## src/core/aps_defs.vh

```
/*
 Constants for the alarm and protection supervisor: timing figures, alarm
 bit positions and reset values. Assumes inclusion by the supervisor only.
*/
`ifndef APS_DEFS_VH
`define APS_DEFS_VH

// ****************************************
// Timing
// ****************************************
`define APS_CLK_HZ          10000000
`define APS_LANG_MS         3000
`define APS_MAIN_MS         2000
`define APS_FAN_MS          500
`define APS_OFF_MS          3000

// ****************************************
// Alarm bit positions
// ****************************************
`define APS_B_SUPPLY        0
`define APS_B_HEAT          1
`define APS_B_OV            2
`define APS_B_OC            3
`define APS_B_OP            4
`define APS_B_CEIL          5
`define APS_B_SHARE         6
`define APS_NALM            7

// ****************************************
// Reset values
// ****************************************
`define APS_ALM_RST         7'h00
`define APS_CNT_RST         16'h0000

`endif

```

## src/core/aps_supervisor.v

```verilog
/*
 Alarm and protection supervisor of a bidirectional DC supply.
 Assumes comparator and measurement inputs synchronous to ref_clk,
 settings held stable by the menu logic, and a nonvolatile store that
 captures save_* outputs on save_stb and returns them on restore_*.
*/
// Contract
// Each alarm drives display, beeper when enabled, digital status and analog pin.
// An alarm counter is kept and readable on display and digital interface.
// Supply failure turns the DC terminal off at once.
// After mains undervoltage clears, restore output only if resume setting allows.
// Every power-down raises a supply failure alarm.
// Overheat turns stages off; auto-restart after cooling only if setting allows.
// Overheat indication stays until cleared; clearing accepted any time. Code ignores alarm_ack while temp_high is set.
// Voltage above adjustable threshold trips output and over-voltage flag.
// Current reaching its limit trips output and over-current flag.
// Voltage times current reaching power limit trips output and over-power flag.
// Voltage reaching fixed ceiling trips output and shows ceiling alarm.
// Ceiling alarm ignores acknowledge; only power cycle clears it.
// Ceiling supervision exists only when the build option selects it.
// Miswired or shorted shared bus trips output and raises bus fault.
// Bus fault stays latched until acknowledged after cause is gone.
// Power-up output state follows setting: off, or restore last state.
// At switch-off save stage state and set values; restore at power-up.
// At switch-off stage off at once, fans later, full power-down after.
// Remote party ignores analog digital outputs until ready is reported.
// Language screen stands 3 s, main screen follows a few seconds later. Code keeps the language screen through ST_WAIT, 5 s in all.
// Remote takeover accepted any time unless front-panel lockout active. Code accepts it only in ST_RUN.
// Settings menu only while output off; status shown otherwise.
// Each alarm has its own latch and counts once per occurrence.
// After a trip output stays off until re-enabled, except allowed auto-resume.
`timescale 1ns/1ps
`default_nettype none
`include "aps_defs.vh"

module aps_supervisor #(
   parameter         VW          = 16,
   parameter         IW          = 16,
   parameter         CEIL_EN     = 1,
   parameter [15:0]  CEIL_CODE   = 16'h17AC,
   parameter         LANG_CYC    = (`APS_LANG_MS * (`APS_CLK_HZ / 1000)),
   parameter         MAIN_CYC    = (`APS_MAIN_MS * (`APS_CLK_HZ / 1000)),
   parameter         FAN_CYC     = (`APS_FAN_MS * (`APS_CLK_HZ / 1000)),
   parameter         OFF_CYC     = (`APS_OFF_MS * (`APS_CLK_HZ / 1000))
) (
   input  wire             ref_clk,
   input  wire             rst,
   input  wire             clk_en,
   input  wire [VW-1:0]    meas_volt,
   input  wire [IW-1:0]    meas_curr,
   input  wire [VW-1:0]    ov_limit,
   input  wire [IW-1:0]    oc_limit,
   input  wire [VW+IW-1:0] op_limit,
   input  wire             mains_low,
   input  wire             input_stage_fault,
   input  wire             power_stage_fault,
   input  wire             temp_high,
   input  wire             share_wired,
   input  wire             share_short,
   input  wire             master_slave_cfg,
   input  wire             resume_after_supply_failure,
   input  wire             resume_after_overheat,
   input  wire             power_up_restore,
   input  wire             beep_enable,
   input  wire             power_switch_off,
   input  wire             dc_on_req,
   input  wire             dc_off_req,
   input  wire             alarm_ack,
   input  wire             remote_req,
   input  wire             remote_release,
   input  wire             local_lockout,
   input  wire             menu_req,
   input  wire             restore_valid,
   input  wire             restore_dc_on,
   input  wire [VW-1:0]    set_volt,
   input  wire [IW-1:0]    set_curr,
   input  wire [VW-1:0]    restore_volt,
   input  wire [IW-1:0]    restore_curr,
   output reg              dc_terminal_on,
   output reg  [6:0]       alarm_status,
   output reg  [6:0]       alarm_analog,
   output reg              alarm_display,
   output reg              beeper,
   output reg  [15:0]      alarm_count,
   output reg              remote_active,
   output reg              menu_open,
   output reg              status_view,
   output reg  [1:0]       screen,
   output reg              ready,
   output reg              save_stb,
   output reg              save_dc_on,
   output reg  [VW-1:0]    save_volt,
   output reg  [IW-1:0]    save_curr,
   output reg  [VW-1:0]    active_volt,
   output reg  [IW-1:0]    active_curr,
   output reg              fan_on,
   output reg              power_hold
);

   // ****************************************
   // Local constants
   // ****************************************
   localparam [1:0] SCR_INFO  = 2'd0;
   localparam [1:0] SCR_LANG  = 2'd1;
   localparam [1:0] SCR_MAIN  = 2'd2;
   localparam [1:0] SCR_OFF   = 2'd3;

   localparam [2:0] ST_BOOT   = 3'd0;
   localparam [2:0] ST_LANG   = 3'd1;
   localparam [2:0] ST_WAIT   = 3'd2;
   localparam [2:0] ST_RUN    = 3'd3;
   localparam [2:0] ST_FANS   = 3'd4;
   localparam [2:0] ST_DOWN   = 3'd5;
   localparam [2:0] ST_DEAD   = 3'd6;

   localparam [31:0] INFO_CYC = 32'd16;

   // ****************************************
   // Functions
   // ****************************************
   function [15:0] sat_inc;
      input [15:0] v;
      input [2:0]  n;
      begin
         if (v > (16'hFFFF - {13'd0, n}))
            sat_inc = 16'hFFFF;
         else
            sat_inc = v + {13'd0, n};
      end
   endfunction

   function [2:0] pop7;
      input [6:0] b;
      integer k;
      begin
         pop7 = 3'd0;
         for (k = 0; k < 7; k = k + 1)
            pop7 = pop7 + {2'd0, b[k]};
      end
   endfunction

   // ****************************************
   // Alarm detection
   // ****************************************
   wire [VW+IW-1:0] power_prod;
   wire [6:0]       cond;
   wire             supply_cond;
   wire             ceil_cond;

   assign power_prod  = meas_volt * meas_curr;
   assign supply_cond = mains_low | input_stage_fault | power_stage_fault;
   assign ceil_cond   = (CEIL_EN != 0) && (meas_volt >= CEIL_CODE[VW-1:0]);

   assign cond[`APS_B_SUPPLY] = supply_cond;
   assign cond[`APS_B_HEAT]   = temp_high;
   assign cond[`APS_B_OV]     = meas_volt > ov_limit;
   assign cond[`APS_B_OC]     = meas_curr >= oc_limit;
   assign cond[`APS_B_OP]     = power_prod >= op_limit;
   assign cond[`APS_B_CEIL]   = ceil_cond;
   assign cond[`APS_B_SHARE]  = share_short | (share_wired & ~master_slave_cfg);

   // ****************************************
   // Latches, counter, trip
   // ****************************************
   reg  [6:0]  cond_q;
   reg  [2:0]  st_q;
   reg  [31:0] tmr_q;
   reg         was_on_q;
   reg         auto_q;
   wire [6:0]  rise;
   wire [6:0]  clr;
   wire [6:0]  alm_d;
   wire        trip;
   wire        running;
   wire        going_down;

   assign running    = (st_q == ST_RUN);
   assign going_down = running & power_switch_off;
   assign rise       = (cond & ~cond_q) | {6'd0, going_down};

   // Ack clears a flag only once its cause is gone; ceiling flag never clears
   assign clr = {7{alarm_ack}} & ~cond & ~(7'd1 << `APS_B_CEIL);
   assign alm_d = (alarm_status & ~clr) | rise | cond;
   assign trip  = |(rise | (cond & ~(7'd1 << `APS_B_HEAT)));

   always @(posedge ref_clk or posedge rst) begin
      if (rst) begin
         cond_q        <= 7'h00;
         alarm_status  <= `APS_ALM_RST;
         alarm_analog  <= `APS_ALM_RST;
         alarm_display <= 1'b0;
         beeper        <= 1'b0;
         alarm_count   <= `APS_CNT_RST;
      end else if (clk_en) begin
         cond_q        <= cond;
         alarm_status  <= alm_d;
         alarm_analog  <= alm_d;
         alarm_display <= |alm_d;
         beeper        <= beep_enable & (|alm_d);
         alarm_count   <= sat_inc(alarm_count, pop7(rise));
      end
   end

   // ****************************************
   // Output state, remote, menu
   // ****************************************
   always @(posedge ref_clk or posedge rst) begin
      if (rst) begin
         dc_terminal_on <= 1'b0;
         was_on_q       <= 1'b0;
         auto_q         <= 1'b0;
         remote_active  <= 1'b0;
         menu_open      <= 1'b0;
         status_view    <= 1'b0;
      end else if (clk_en) begin
         if (!running || trip) begin
            if (running && dc_terminal_on) begin
               // Remember what may auto-resume after the cause clears
               auto_q <= (cond[`APS_B_SUPPLY] & mains_low & ~input_stage_fault
                          & ~power_stage_fault & resume_after_supply_failure
                          & ~(|(cond & 7'b1111100)))
                         | (cond[`APS_B_HEAT] & resume_after_overheat);
            end
            if (running && dc_terminal_on && !going_down)
               was_on_q <= 1'b1;
            if (st_q == ST_WAIT && restore_valid && !(|cond))
               dc_terminal_on <= power_up_restore & restore_dc_on;
            else
               dc_terminal_on <= 1'b0;
         end else if (temp_high) begin
            dc_terminal_on <= 1'b0;
         end else if (dc_off_req) begin
            dc_terminal_on <= 1'b0;
            auto_q         <= 1'b0;
         end else if (dc_on_req) begin
            dc_terminal_on <= 1'b1;
            auto_q         <= 1'b0;
         end else if (auto_q && !(|cond)) begin
            dc_terminal_on <= 1'b1;
            auto_q         <= 1'b0;
         end
         if (running && dc_terminal_on)
            was_on_q <= 1'b1;
         else if (running && dc_off_req)
            was_on_q <= 1'b0;
         if (remote_release)
            remote_active <= 1'b0;
         else if (remote_req && !local_lockout && running)
            remote_active <= 1'b1;
         else if (local_lockout)
            remote_active <= 1'b0;
         menu_open   <= running & menu_req & ~dc_terminal_on;
         status_view <= running & menu_req & dc_terminal_on;
      end
   end

   // ****************************************
   // Power sequencing
   // ****************************************
   always @(posedge ref_clk or posedge rst) begin
      if (rst) begin
         st_q        <= ST_BOOT;
         tmr_q       <= 32'd0;
         screen      <= SCR_INFO;
         ready       <= 1'b0;
         fan_on      <= 1'b0;
         power_hold  <= 1'b0;
         save_stb    <= 1'b0;
         save_dc_on  <= 1'b0;
         save_volt   <= {VW{1'b0}};
         save_curr   <= {IW{1'b0}};
         active_volt <= {VW{1'b0}};
         active_curr <= {IW{1'b0}};
      end else if (clk_en) begin
         save_stb <= 1'b0;
         tmr_q    <= tmr_q + 32'd1;
         case (st_q)
            ST_BOOT: begin
               power_hold <= 1'b1;
               fan_on     <= 1'b1;
               if (tmr_q >= INFO_CYC - 32'd1) begin
                  st_q   <= ST_LANG;
                  tmr_q  <= 32'd0;
                  screen <= SCR_LANG;
               end
            end
            ST_LANG: begin
               if (tmr_q >= LANG_CYC - 1) begin
                  st_q  <= ST_WAIT;
                  tmr_q <= 32'd0;
               end
            end
            ST_WAIT: begin
               if (restore_valid) begin
                  active_volt <= restore_volt;
                  active_curr <= restore_curr;
               end
               if (tmr_q >= MAIN_CYC - 1) begin
                  st_q   <= ST_RUN;
                  tmr_q  <= 32'd0;
                  screen <= SCR_MAIN;
                  ready  <= 1'b1;
               end
            end
            ST_RUN: begin
               active_volt <= set_volt;
               active_curr <= set_curr;
               if (power_switch_off) begin
                  save_stb   <= 1'b1;
                  save_dc_on <= dc_terminal_on;
                  save_volt  <= set_volt;
                  save_curr  <= set_curr;
                  ready      <= 1'b0;
                  st_q       <= ST_FANS;
                  tmr_q      <= 32'd0;
               end
            end
            ST_FANS: begin
               if (tmr_q >= FAN_CYC - 1) begin
                  fan_on <= 1'b0;
                  st_q   <= ST_DOWN;
                  tmr_q  <= 32'd0;
               end
            end
            ST_DOWN: begin
               if (tmr_q >= OFF_CYC - 1) begin
                  power_hold <= 1'b0;
                  screen     <= SCR_OFF;
                  st_q       <= ST_DEAD;
               end
            end
            ST_DEAD: begin
               tmr_q <= 32'd0;
            end
            default: begin
               st_q <= ST_BOOT;
            end
         endcase
      end
   end

endmodule
`default_nettype wire

```

## config.mk

```make
export PLATFORM = sky130hd
export DESIGN_NAME = aps_supervisor
export DESIGN_NICKNAME = d
export VERILOG_FILES = /design/src/core/aps_supervisor.v
export VERILOG_INCLUDE_DIRS = /design/src /design/src/core
export SDC_FILE = /design/constraint.sdc
export NUM_CORES = 1
export LEC_CHECK = 0
export BUFFER_PORTS_ARGS = -buffer_cell sky130_fd_sc_hd__buf_4
export CELL_PAD_IN_SITES_DETAIL_PLACEMENT = 1
export CELL_PAD_IN_SITES_GLOBAL_PLACEMENT = 2
export CORE_MARGIN = 2
export CORE_UTILIZATION = 36
export DETAILED_ROUTE_END_ITERATION = 8
export GPL_ROUTABILITY_DRIVEN = 0
export PLACE_DENSITY_LB_ADDON = 0.1
export SYNTH_ARGS = -nofsm -noshare
export SYNTH_HDL_FRONTEND = slang
export SYNTH_SLANG_ARGS = --single-unit
```

## constraint.sdc

```tcl
create_clock -name ref_clk -period 7.3 [get_ports ref_clk]
set_input_delay 2.19 -clock ref_clk [delete_from_list [all_inputs] [get_ports ref_clk]]
set_output_delay 2.19 -clock ref_clk [all_outputs]
set_load 0.005 [all_outputs]
```

==> results of run 1 <==
[power groups by stage]
stage | Clock [mW] | Combinational (mW) | Sequential (mW)
final | 0.929 | 10.1 | 1.01
after global routing | 0.987 | 11.4 | 1.03
after CTS | 0.950 | 9.81 | 1.01
after detailed placement | 0 | 9.15 | 1.02
after global placement | 0 | 8.92 | 1.02
after floorplan | 0 | 6.04 | 1.00
[repair_timing]
action,in CTS,in global routing
gates resized for setup,89,61
pin swaps,81,48
setup endpoints to repair,22,22
hold buffers,0,0
cloned,2,0
buffers inserted,15,8
[per-stage QoR]
step / instance area [µm²] / std cells / hold slack [ns]
floorplan: 17400 / 1909 / 0.466
global placement: 21400 / 2907 / 0.464
detailed placement: 21400 / 2907 / 0.474
CTS: 22500 / 2954 / 0.486
global route: 22800 / 2962 / 0.510
finish: 22800 / 2962 / 0.481
[worst min path at each step]
stage | from | to | slack [ns] | cells after the start
2_1_floorplan | cond_q[4] | cond_q[4] | 0.47 | 2
3_3_place_gp | active_volt[5] | active_volt[5] | 0.46 | 2
3_5_place_dp | active_volt[4] | active_volt[4] | 0.47 | 2
4_1_cts | active_volt[6] | active_volt[6] | 0.49 | 2
5_1_grt | active_volt[6] | active_volt[6] | 0.51 | 2
6_report | active_volt[6] | active_volt[6] | 0.48 | 2
[Yosys cell counts, types with 9 or more instances]
cell,n,area [µm²]
a21o_1,18,135
a21oi_1,46,230
and2_1,121,757
and3_1,9,56.3
buf_4,9,67.6
clkbuf_1,58,218
dfrtp_1,143,3580
fa_1,199,3980
ha_1,174,2180
inv_1,333,1250
mux2_2,36,405
mux2i_1,35,350
nand2_1,255,957
nand2b_1,10,62.6
nand3_1,35,175
nand4_1,22,138
nor2_1,101,379
nor3_1,23,115
o21ai_0,76,380
xnor2_1,41,359
xor2_1,25,219
[final cells by class]
| class | instances | area share |
|---|---|---|
| multi-input combinational | 1355 | 0.552 |
| timing repair buffer | 492 | 0.176 |
| sequential | 143 | 0.157 |
| inverter | 333 | 0.0551 |
| tap | 607 | 0.0334 |
| clock buffer | 20 | 0.0196 |
| clock inverter | 11 | 0.00720 |
| antenna | 1 | 0.000110 |
[state kept, by name, summed over array words and instances, names as in the netlist]
register        flops
st_q                3
auto_q              1
ready               1
active_curr        16
active_volt        16
dc_terminal_on      1
power_hold          1
save_dc_on          1
menu_open           1
save_curr          16
screen              2
alarm_display       1
remote_active       1
tmr_q              32
cond_q              7
beeper              1
status_view         1
fan_on              1
alarm_analog        7
save_volt          16
save_stb            1
alarm_count        16
[kinds of logic after synthesis]
| logic type | after synthesis | synth area share |
|---|---|---|
| flops | 143 | 0.209 |
| fa+ha+maj | 373 | 0.360 |
| buf+inv | 411 | 0.0927 |
| mux | 71 | 0.0442 |
| xor+xnor | 66 | 0.0338 |
| compound gates | 225 | 0.0869 |
| simple gates | 620 | 0.173 |
[layer usage]
metal  vias to the layer above  part of all wire  track usage
met2                       220              0.50        0.382
li1                       6957                 -            -
met1                      7304              0.45        0.295
met4                         0             0.014       0.0442
met3                        31             0.035       0.0371
met5                         -                 0            0
[critical path: cells and delay by family]
family / cells / cell delay (ns)
compound gates: 9 / 1.67
fa+ha+maj: 11 / 4.57
buf+inv: 7 / 0.49
simple gates: 11 / 2.16
[placed cells by master (no fill, tap or decap), types with 6 or more instances in the layout]
cell type / count
and2_4: 19
nand3_1: 31
xnor2_1: 40
nand2b_1: 10
a21oi_2: 8
mux2_2: 36
a211oi_1: 6
xor2_1: 25
nor2_1: 99
mux2i_1: 35
buf_6: 19
inv_2: 18
and2_1: 103
buf_8: 9
buf_12: 10
nor3_1: 19
nand2_2: 13
nor4_1: 6
o21a_1: 7
dfrtp_1: 143
ha_4: 14
o21bai_1: 6
nand2_1: 240
or2_2: 6
and3_1: 7
fa_1: 181
inv_1: 314
clkbuf_16: 17
nand4_1: 22
a21oi_1: 37
fa_2: 18
buf_4: 452
o21ai_0: 72
a21o_1: 18
ha_1: 158
==> flow_results.xml, run 1 <==
<?xml version="1.0" encoding="UTF-8"?>
<metrics>
  <group name="synthesis">
    <metric name="post_synth_inst_count" unit="">1909</metric>
    <metric name="synthesis.yosys.warnings" unit="">0</metric>
    <metric name="postSynth.topFlopCell" unit="">dfrtp_1</metric>
    <metric name="syn_nets" unit="">2466</metric>
    <metric name="netlist_area" unit="µm²">17100</metric>
    <metric name="synth.ff_latch_count" unit="">143</metric>
    <metric name="avgSynthCellArea" unit="µm²">8.96</metric>
    <metric name="ys_seq_area_frac" unit="">0.209</metric>
    <metric name="synth_cell_type_count" unit="">70</metric>
    <metric name="postSynth.asyncResetShare" unit="">1.00</metric>
    <metric name="synth_edf_count" unit="">0</metric>
  </group>
  <group name="global_routing">
    <metric name="first_global_vias" unit="">16200</metric>
    <metric name="first_pass_grt_wire_length" unit="µm">87000</metric>
    <metric name="grt_remaining_overflow" unit="">0</metric>
    <metric name="antenna_violations_before_repair" unit="">1</metric>
    <metric name="grt_use_total" unit="">0.222</metric>
    <metric name="maximum_number_of_pins_on_one_net_before_global_route_repair" unit="">104</metric>
  </group>
  <group name="detailed_routing">
    <metric name="detailedRoute.firstPassIterationCount" unit="">5</metric>
    <metric name="routedWlPerCell" unit="µm">18.0</metric>
    <metric name="vias_per_cell" unit="">4.90</metric>
    <metric name="drt.antenna.violating_nets" unit="">0</metric>
    <metric name="num_vias" unit="">14500</metric>
    <metric name="drt_iter0_drc" unit="">545</metric>
    <metric name="wl" unit="µm">53300</metric>
    <metric name="drc_errors" unit="">0</metric>
  </group>
  <group name="hold_path">
    <metric name="timing.hold.worst.class" unit="">reg -&gt; reg</metric>
  </group>
  <group name="pwr">
    <metric name="ir_worst_vdd" unit="V">0.000803</metric>
    <metric name="leakagePower" unit="nW">11.9</metric>
    <metric name="sw_frac_of_total" unit="">0.456</metric>
    <metric name="p_int" unit="mW">6.58</metric>
    <metric name="power.net_switching" unit="mW">5.51</metric>
    <metric name="totalPowerFinal" unit="mW">12.1</metric>
    <metric name="clockPowerShare" unit="">0.077</metric>
    <metric name="share_comb_of_total_power" unit="">0.839</metric>
    <metric name="seq_power_share" unit="">0.084</metric>
    <metric name="pwr_density_cell" unit="nW/µm²">531</metric>
  </group>
  <group name="layout">
    <metric name="area_delta_synth_final" unit="%">33.1</metric>
    <metric name="nFillCells" unit="">5399</metric>
    <metric name="multi_input_comb_area" unit="µm²">12600</metric>
    <metric name="seqCellArea" unit="µm²">3580</metric>
    <metric name="final_nets" unit="">2899</metric>
    <metric name="final_core_utilization" unit="">0.487</metric>
    <metric name="final_layout_size_suffix_gt1_frac" unit="">0.298</metric>
  </group>
  <group name="setup_path">
    <metric name="crit_fanout" unit="">5</metric>
    <metric name="reg2reg_depth" unit="">16</metric>
    <metric name="reg2reg_slack" unit="ns">2.54</metric>
    <metric name="worst_setup_path_startpoint" unit="">meas_curr[6]</metric>
    <metric name="cp_common_cell" unit="">fa_1</metric>
    <metric name="reg2reg_from" unit="">st_q[0]</metric>
    <metric name="worst_ep_arrival_time" unit="ns">11.09</metric>
    <metric name="slowest_delay" unit="ns">0.54</metric>
    <metric name="required" unit="ns">7.68</metric>
    <metric name="end_of_the_critical_path" unit="">alarm_count[15]</metric>
    <metric name="reg2reg_to" unit="">alarm_count[15]</metric>
    <metric name="critical-path-slowest-cell" unit="">fa_1</metric>
    <metric name="end_kind" unit="">register</metric>
    <metric name="worst-setup-path-type" unit="">in -&gt; reg</metric>
    <metric name="startpoint_kind_of_the_worst_setup_timing_path" unit="">input pin</metric>
  </group>
  <group name="clocking">
    <metric name="worst_setup_hold_path_clk_slew" unit="ns">0.06</metric>
    <metric name="ctsHtreeMaxLevel" unit="">4</metric>
    <metric name="clkLatencyLatePin" unit="ns">0.44</metric>
    <metric name="cts_tree" unit="">built</metric>
    <metric name="clock-sinks" unit="">143</metric>
    <metric name="clockRootBuffer" unit="">clkbuf_16</metric>
    <metric name="cts_inserted_buffers" unit="">17</metric>
    <metric name="ctsLongestPathBuffers" unit="">2</metric>
  </group>
  <group name="floorplan">
    <metric name="die_h" unit="µm">222</metric>
    <metric name="design.die.area" unit="µm²">49300</metric>
    <metric name="floorplan.initialDensity" unit="">0.366</metric>
    <metric name="placementRows" unit="">79</metric>
    <metric name="io-pin-count" unit="">291</metric>
    <metric name="placeableCoreArea" unit="µm²">46800</metric>
    <metric name="die_x" unit="µm">222</metric>
  </group>
  <group name="timing">
    <metric name="timing.fmax" unit="MHz">93.4</metric>
    <metric name="final_critical_path_setup_slack" unit="ns">-3.41</metric>
    <metric name="worst_clock_skew" unit="ns">0.0105</metric>
    <metric name="max_slew_vio_count" unit="">0</metric>
    <metric name="period_needed" unit="ns">10.71</metric>
    <metric name="layout_worst_path_cycle_share" unit="">1.47</metric>
    <metric name="rsz0062_at_grt" unit="">true</metric>
    <metric name="timing.final.hold_violations" unit="">0</metric>
    <metric name="endpoints_failing_setup" unit="">22</metric>
    <metric name="slew-limit-headroom" unit="">0.284</metric>
    <metric name="setup-tns-final" unit="ns">-65.17</metric>
    <metric name="tightest_slew" unit="ns">1.07</metric>
  </group>
  <group name="run">
    <metric name="drv_cap" unit="">0</metric>
  </group>
  <group name="status">
    <metric name="violations" unit="">setup timing</metric>
    <metric name="outcome" unit="">finished, violations left</metric>
  </group>
  <group name="place">
    <metric name="io_buffers" unit="">290</metric>
    <metric name="preCtsSetupSlack" unit="ns">-4.14</metric>
    <metric name="total_half_perimeter_wirelength_after_legalization_and_detailed_placement" unit="µm">44500</metric>
  </group>
</metrics>
Power figures use the tool's default switching activity.
==> run 2: changes to the inputs <==
- ABC_AREA: default -> 1
- CORE_UTILIZATION: 36 -> 34
- SETUP_SLACK_MARGIN: default -> 0.05
==> flow_results.xml, run 2 <==
<?xml version="1.0" encoding="UTF-8"?>
<metrics>
  <group name="clocking">
    <metric name="cts_tree" unit="">built</metric>
    <metric name="clock-sinks" unit="">143</metric>
    <metric name="cts_inserted_buffers" unit="">17</metric>
    <metric name="ctsHtreeMaxLevel" unit="">4</metric>
    <metric name="clockRootBuffer" unit="">clkbuf_16</metric>
    <metric name="clkLatencyLatePin" unit="ns">0.45</metric>
    <metric name="ctsLongestPathBuffers" unit="">2</metric>
    <metric name="worst_setup_hold_path_clk_slew" unit="ns">0.06</metric>
  </group>
  <group name="synthesis">
    <metric name="yosysTopAreaCell" unit="">fa_1</metric>
    <metric name="synth_edf_count" unit="">0</metric>
    <metric name="synth_cell_type_count" unit="">52</metric>
    <metric name="synth.ff_latch_count" unit="">143</metric>
    <metric name="synth.top_cells.by_area" unit="">fa_1, dfrtp_1, nand2_1</metric>
    <metric name="synth.cells.most_frequent" unit="">nand2_1, inv_1, fa_1, ha_1, dfrtp_1</metric>
    <metric name="top_count_cell_post_synth" unit="">nand2_1</metric>
    <metric name="ys_seq_area_frac" unit="">0.195</metric>
    <metric name="post_synth_inst_count" unit="">2466</metric>
    <metric name="avgSynthCellArea" unit="µm²">7.45</metric>
    <metric name="postSynth.topFlopCell" unit="">dfrtp_1</metric>
    <metric name="syn_nets" unit="">3023</metric>
    <metric name="synth.top_cell.area_share" unit="">0.217</metric>
    <metric name="netlist_area" unit="µm²">18400</metric>
    <metric name="postSynth.asyncResetShare" unit="">1.00</metric>
    <metric name="synthesis.yosys.warnings" unit="">0</metric>
  </group>
  <group name="setup_path">
    <metric name="end_kind" unit="">register</metric>
    <metric name="reg2reg_slack" unit="ns">2.36</metric>
    <metric name="worst-setup-path-type" unit="">in -&gt; reg</metric>
    <metric name="startpoint_kind_of_the_worst_setup_timing_path" unit="">input pin</metric>
    <metric name="reg2reg_to" unit="">alarm_count[15]</metric>
    <metric name="reg2reg_from" unit="">st_q[2]</metric>
    <metric name="cp_common_cell" unit="">fa_1</metric>
    <metric name="critical-path-slowest-cell" unit="">fa_1</metric>
    <metric name="reg2reg_depth" unit="">22</metric>
    <metric name="required" unit="ns">7.63</metric>
    <metric name="worst_setup_path_startpoint" unit="">meas_volt[4]</metric>
    <metric name="worst_ep_arrival_time" unit="ns">10.56</metric>
    <metric name="slowest_delay" unit="ns">0.60</metric>
    <metric name="crit_fanout" unit="">14</metric>
  </group>
  <group name="place">
    <metric name="total_half_perimeter_wirelength_after_legalization_and_detailed_placement" unit="µm">50200</metric>
    <metric name="placed_area" unit="µm²">22700</metric>
    <metric name="place_inst" unit="">3532</metric>
    <metric name="io_buffers" unit="">290</metric>
    <metric name="preCtsSetupSlack" unit="ns">-3.58</metric>
  </group>
  <group name="pwr">
    <metric name="power.net_switching" unit="mW">7.00</metric>
    <metric name="ir_worst_vdd" unit="V">0.000664</metric>
    <metric name="p_int" unit="mW">7.31</metric>
    <metric name="totalPowerFinal" unit="mW">14.3</metric>
    <metric name="share_comb_of_total_power" unit="">0.851</metric>
    <metric name="pwr_density_cell" unit="nW/µm²">586</metric>
    <metric name="clockPowerShare" unit="">0.065</metric>
    <metric name="sw_frac_of_total" unit="">0.489</metric>
    <metric name="leakagePower" unit="nW">13.6</metric>
    <metric name="seq_power_share" unit="">0.085</metric>
  </group>
  <group name="floorplan">
    <metric name="placeableCoreArea" unit="µm²">53600</metric>
    <metric name="die_h" unit="µm">236</metric>
    <metric name="die_x" unit="µm">236</metric>
    <metric name="floorplan.initialDensity" unit="">0.343</metric>
    <metric name="io-pin-count" unit="">291</metric>
    <metric name="design.die.area" unit="µm²">55900</metric>
    <metric name="placementRows" unit="">85</metric>
  </group>
  <group name="timing">
    <metric name="slew-limit-headroom" unit="">0.378</metric>
    <metric name="worst_clock_skew" unit="ns">0.0125</metric>
    <metric name="tightest_slew" unit="ns">0.933</metric>
    <metric name="final_critical_path_setup_slack" unit="ns">-2.93</metric>
    <metric name="layout_worst_path_cycle_share" unit="">1.40</metric>
    <metric name="max_slew_vio_count" unit="">0</metric>
    <metric name="setup-tns-final" unit="ns">-51.33</metric>
    <metric name="timing.hold.ws" unit="ns">0.480</metric>
    <metric name="endpoints_failing_setup" unit="">22</metric>
    <metric name="timing.fmax" unit="MHz">97.7</metric>
    <metric name="timing.final.hold_violations" unit="">0</metric>
    <metric name="rsz0062_at_grt" unit="">true</metric>
    <metric name="period_needed" unit="ns">10.23</metric>
  </group>
  <group name="global_routing">
    <metric name="first_global_vias" unit="">18500</metric>
    <metric name="grt_remaining_overflow" unit="">0</metric>
    <metric name="antenna_violations_before_repair" unit="">3</metric>
    <metric name="maximum_number_of_pins_on_one_net_before_global_route_repair" unit="">98</metric>
    <metric name="grt_use_total" unit="">0.222</metric>
    <metric name="first_pass_grt_wire_length" unit="µm">98900</metric>
  </group>
  <group name="layout">
    <metric name="final_cell_count_no_fill" unit="">3598</metric>
    <metric name="layout_commonest_cell" unit="">nand2_1</metric>
    <metric name="final_nets" unit="">3446</metric>
    <metric name="final_layout_size_suffix_gt1_frac" unit="">0.264</metric>
    <metric name="area_delta_synth_final" unit="%">33.1</metric>
    <metric name="largest_register_ff_count" unit="">32</metric>
    <metric name="final_cell_mix" unit="">nand2_1, inv_1, buf_4, fa_1, ha_1</metric>
    <metric name="largest_register" unit="">tmr_q</metric>
    <metric name="final_core_utilization" unit="">0.456</metric>
    <metric name="num_antenna_cells" unit="">0</metric>
    <metric name="final_area" unit="µm²">24400</metric>
  </group>
  <group name="detailed_routing">
    <metric name="drt.antenna.violating_nets" unit="">0</metric>
    <metric name="wl" unit="µm">61900</metric>
    <metric name="met1Wirelength" unit="µm">26800</metric>
    <metric name="drc_errors" unit="">0</metric>
    <metric name="num_vias" unit="">16900</metric>
    <metric name="routedWlPerCell" unit="µm">17.2</metric>
    <metric name="met2_wirelength" unit="µm">31300</metric>
    <metric name="vias_per_cell" unit="">4.68</metric>
    <metric name="met3RoutedLength" unit="µm">2770</metric>
    <metric name="top_layer" unit="">met5</metric>
    <metric name="drt_iter0_drc" unit="">557</metric>
    <metric name="detailedRoute.firstPassIterationCount" unit="">4</metric>
  </group>
  <group name="status">
    <metric name="outcome" unit="">finished, violations left</metric>
    <metric name="violations" unit="">setup timing</metric>
  </group>
  <group name="hold_path">
    <metric name="hold-path-endpoint" unit="">cond_q[1]</metric>
    <metric name="timing.hold.worst.class" unit="">reg -&gt; reg</metric>
    <metric name="holdCritStartpoint" unit="">cond_q[1]</metric>
    <metric name="hold_depth" unit="">2</metric>
  </group>
  <group name="run">
    <metric name="drv_cap" unit="">0</metric>
  </group>
</metrics>
run 2: cell count changes after synthesis, moves of 33 or more:
cell,before,now
and2_1,121,0
inv_1,333,604
mux2_2,36,0
mux2i_1,35,0
nand2_1,255,622
o21ai_0,76,109
run 2: what timing repair did:
action,4_1_cts,5_1_grt
resized for setup,123,94
pin swaps,58,55
setup buffers,16,11
endpoints found under the setup margin,22,22
hold buffers,0,0
gates cloned,2,7
run 2: metal layers:
layer  vias up  GRT usage
met3        59     0.0451
met2       244      0.389
met5         -          0
met4         6     0.0462
met1      8327      0.282
li1       8215          -
run 2: power groups by stage:
stage               Clock, mW  Sequential (mW)  Combinational, mW
floorplan                   0             1.19               6.50
global placement            0             1.20               10.6
detailed placement          0             1.22               10.8
CTS                     0.954             1.21               11.6
global route            0.985             1.24               13.6
finish                  0.929             1.21               12.2
run 2: worst max-delay path, delay by kind of cell:
family	cells	cell delay, ns
AO/OA/AOI/OAI	3	0.45
AND/OR/NAND/NOR	18	2.34
XOR/XNOR	1	0.15
buffers and inverters	7	0.49
adder cells (fa/ha/maj)	11	4.93
run 2: cell families (layout without fill, tap and decap cells):
group	count (synthesis)	after routing	share of synthesized area
AOI/OAI and AO/OA	257	257	0.0799
xor gates and xnor gates	54	54	0.0257
adders and majority gates	373	373	0.335
buffers and inverters	723	1159	0.151
DFF	143	143	0.195
and+or+nand+nor	916	916	0.213
run 2: layout make-up:
| cell class | instances | area (µm²) |
|---|---|---|
| fillers | 6565 | 29200 |
| clock buffers | 18 | 429 |
| multi-input cells | 1600 | 12700 |
| flip-flops and latches | 143 | 3580 |
| repair buffers | 509 | 4340 |
| well taps | 696 | 871 |
| inverters | 618 | 2320 |
| clock inverters | 14 | 181 |
run 2: worst max-delay path by stage:
stage / endpoint / slack, ns / cells past startpoint
2_1_floorplan: alarm_count[12] / -2.74 / 50
6_report: alarm_count[15] / -2.93 / 40
5_1_grt: alarm_count[15] / -3.25 / 40
3_3_place_gp: alarm_count[14] / -3.28 / 47
4_1_cts: alarm_count[15] / -2.76 / 43
3_5_place_dp: alarm_count[15] / -3.58 / 43
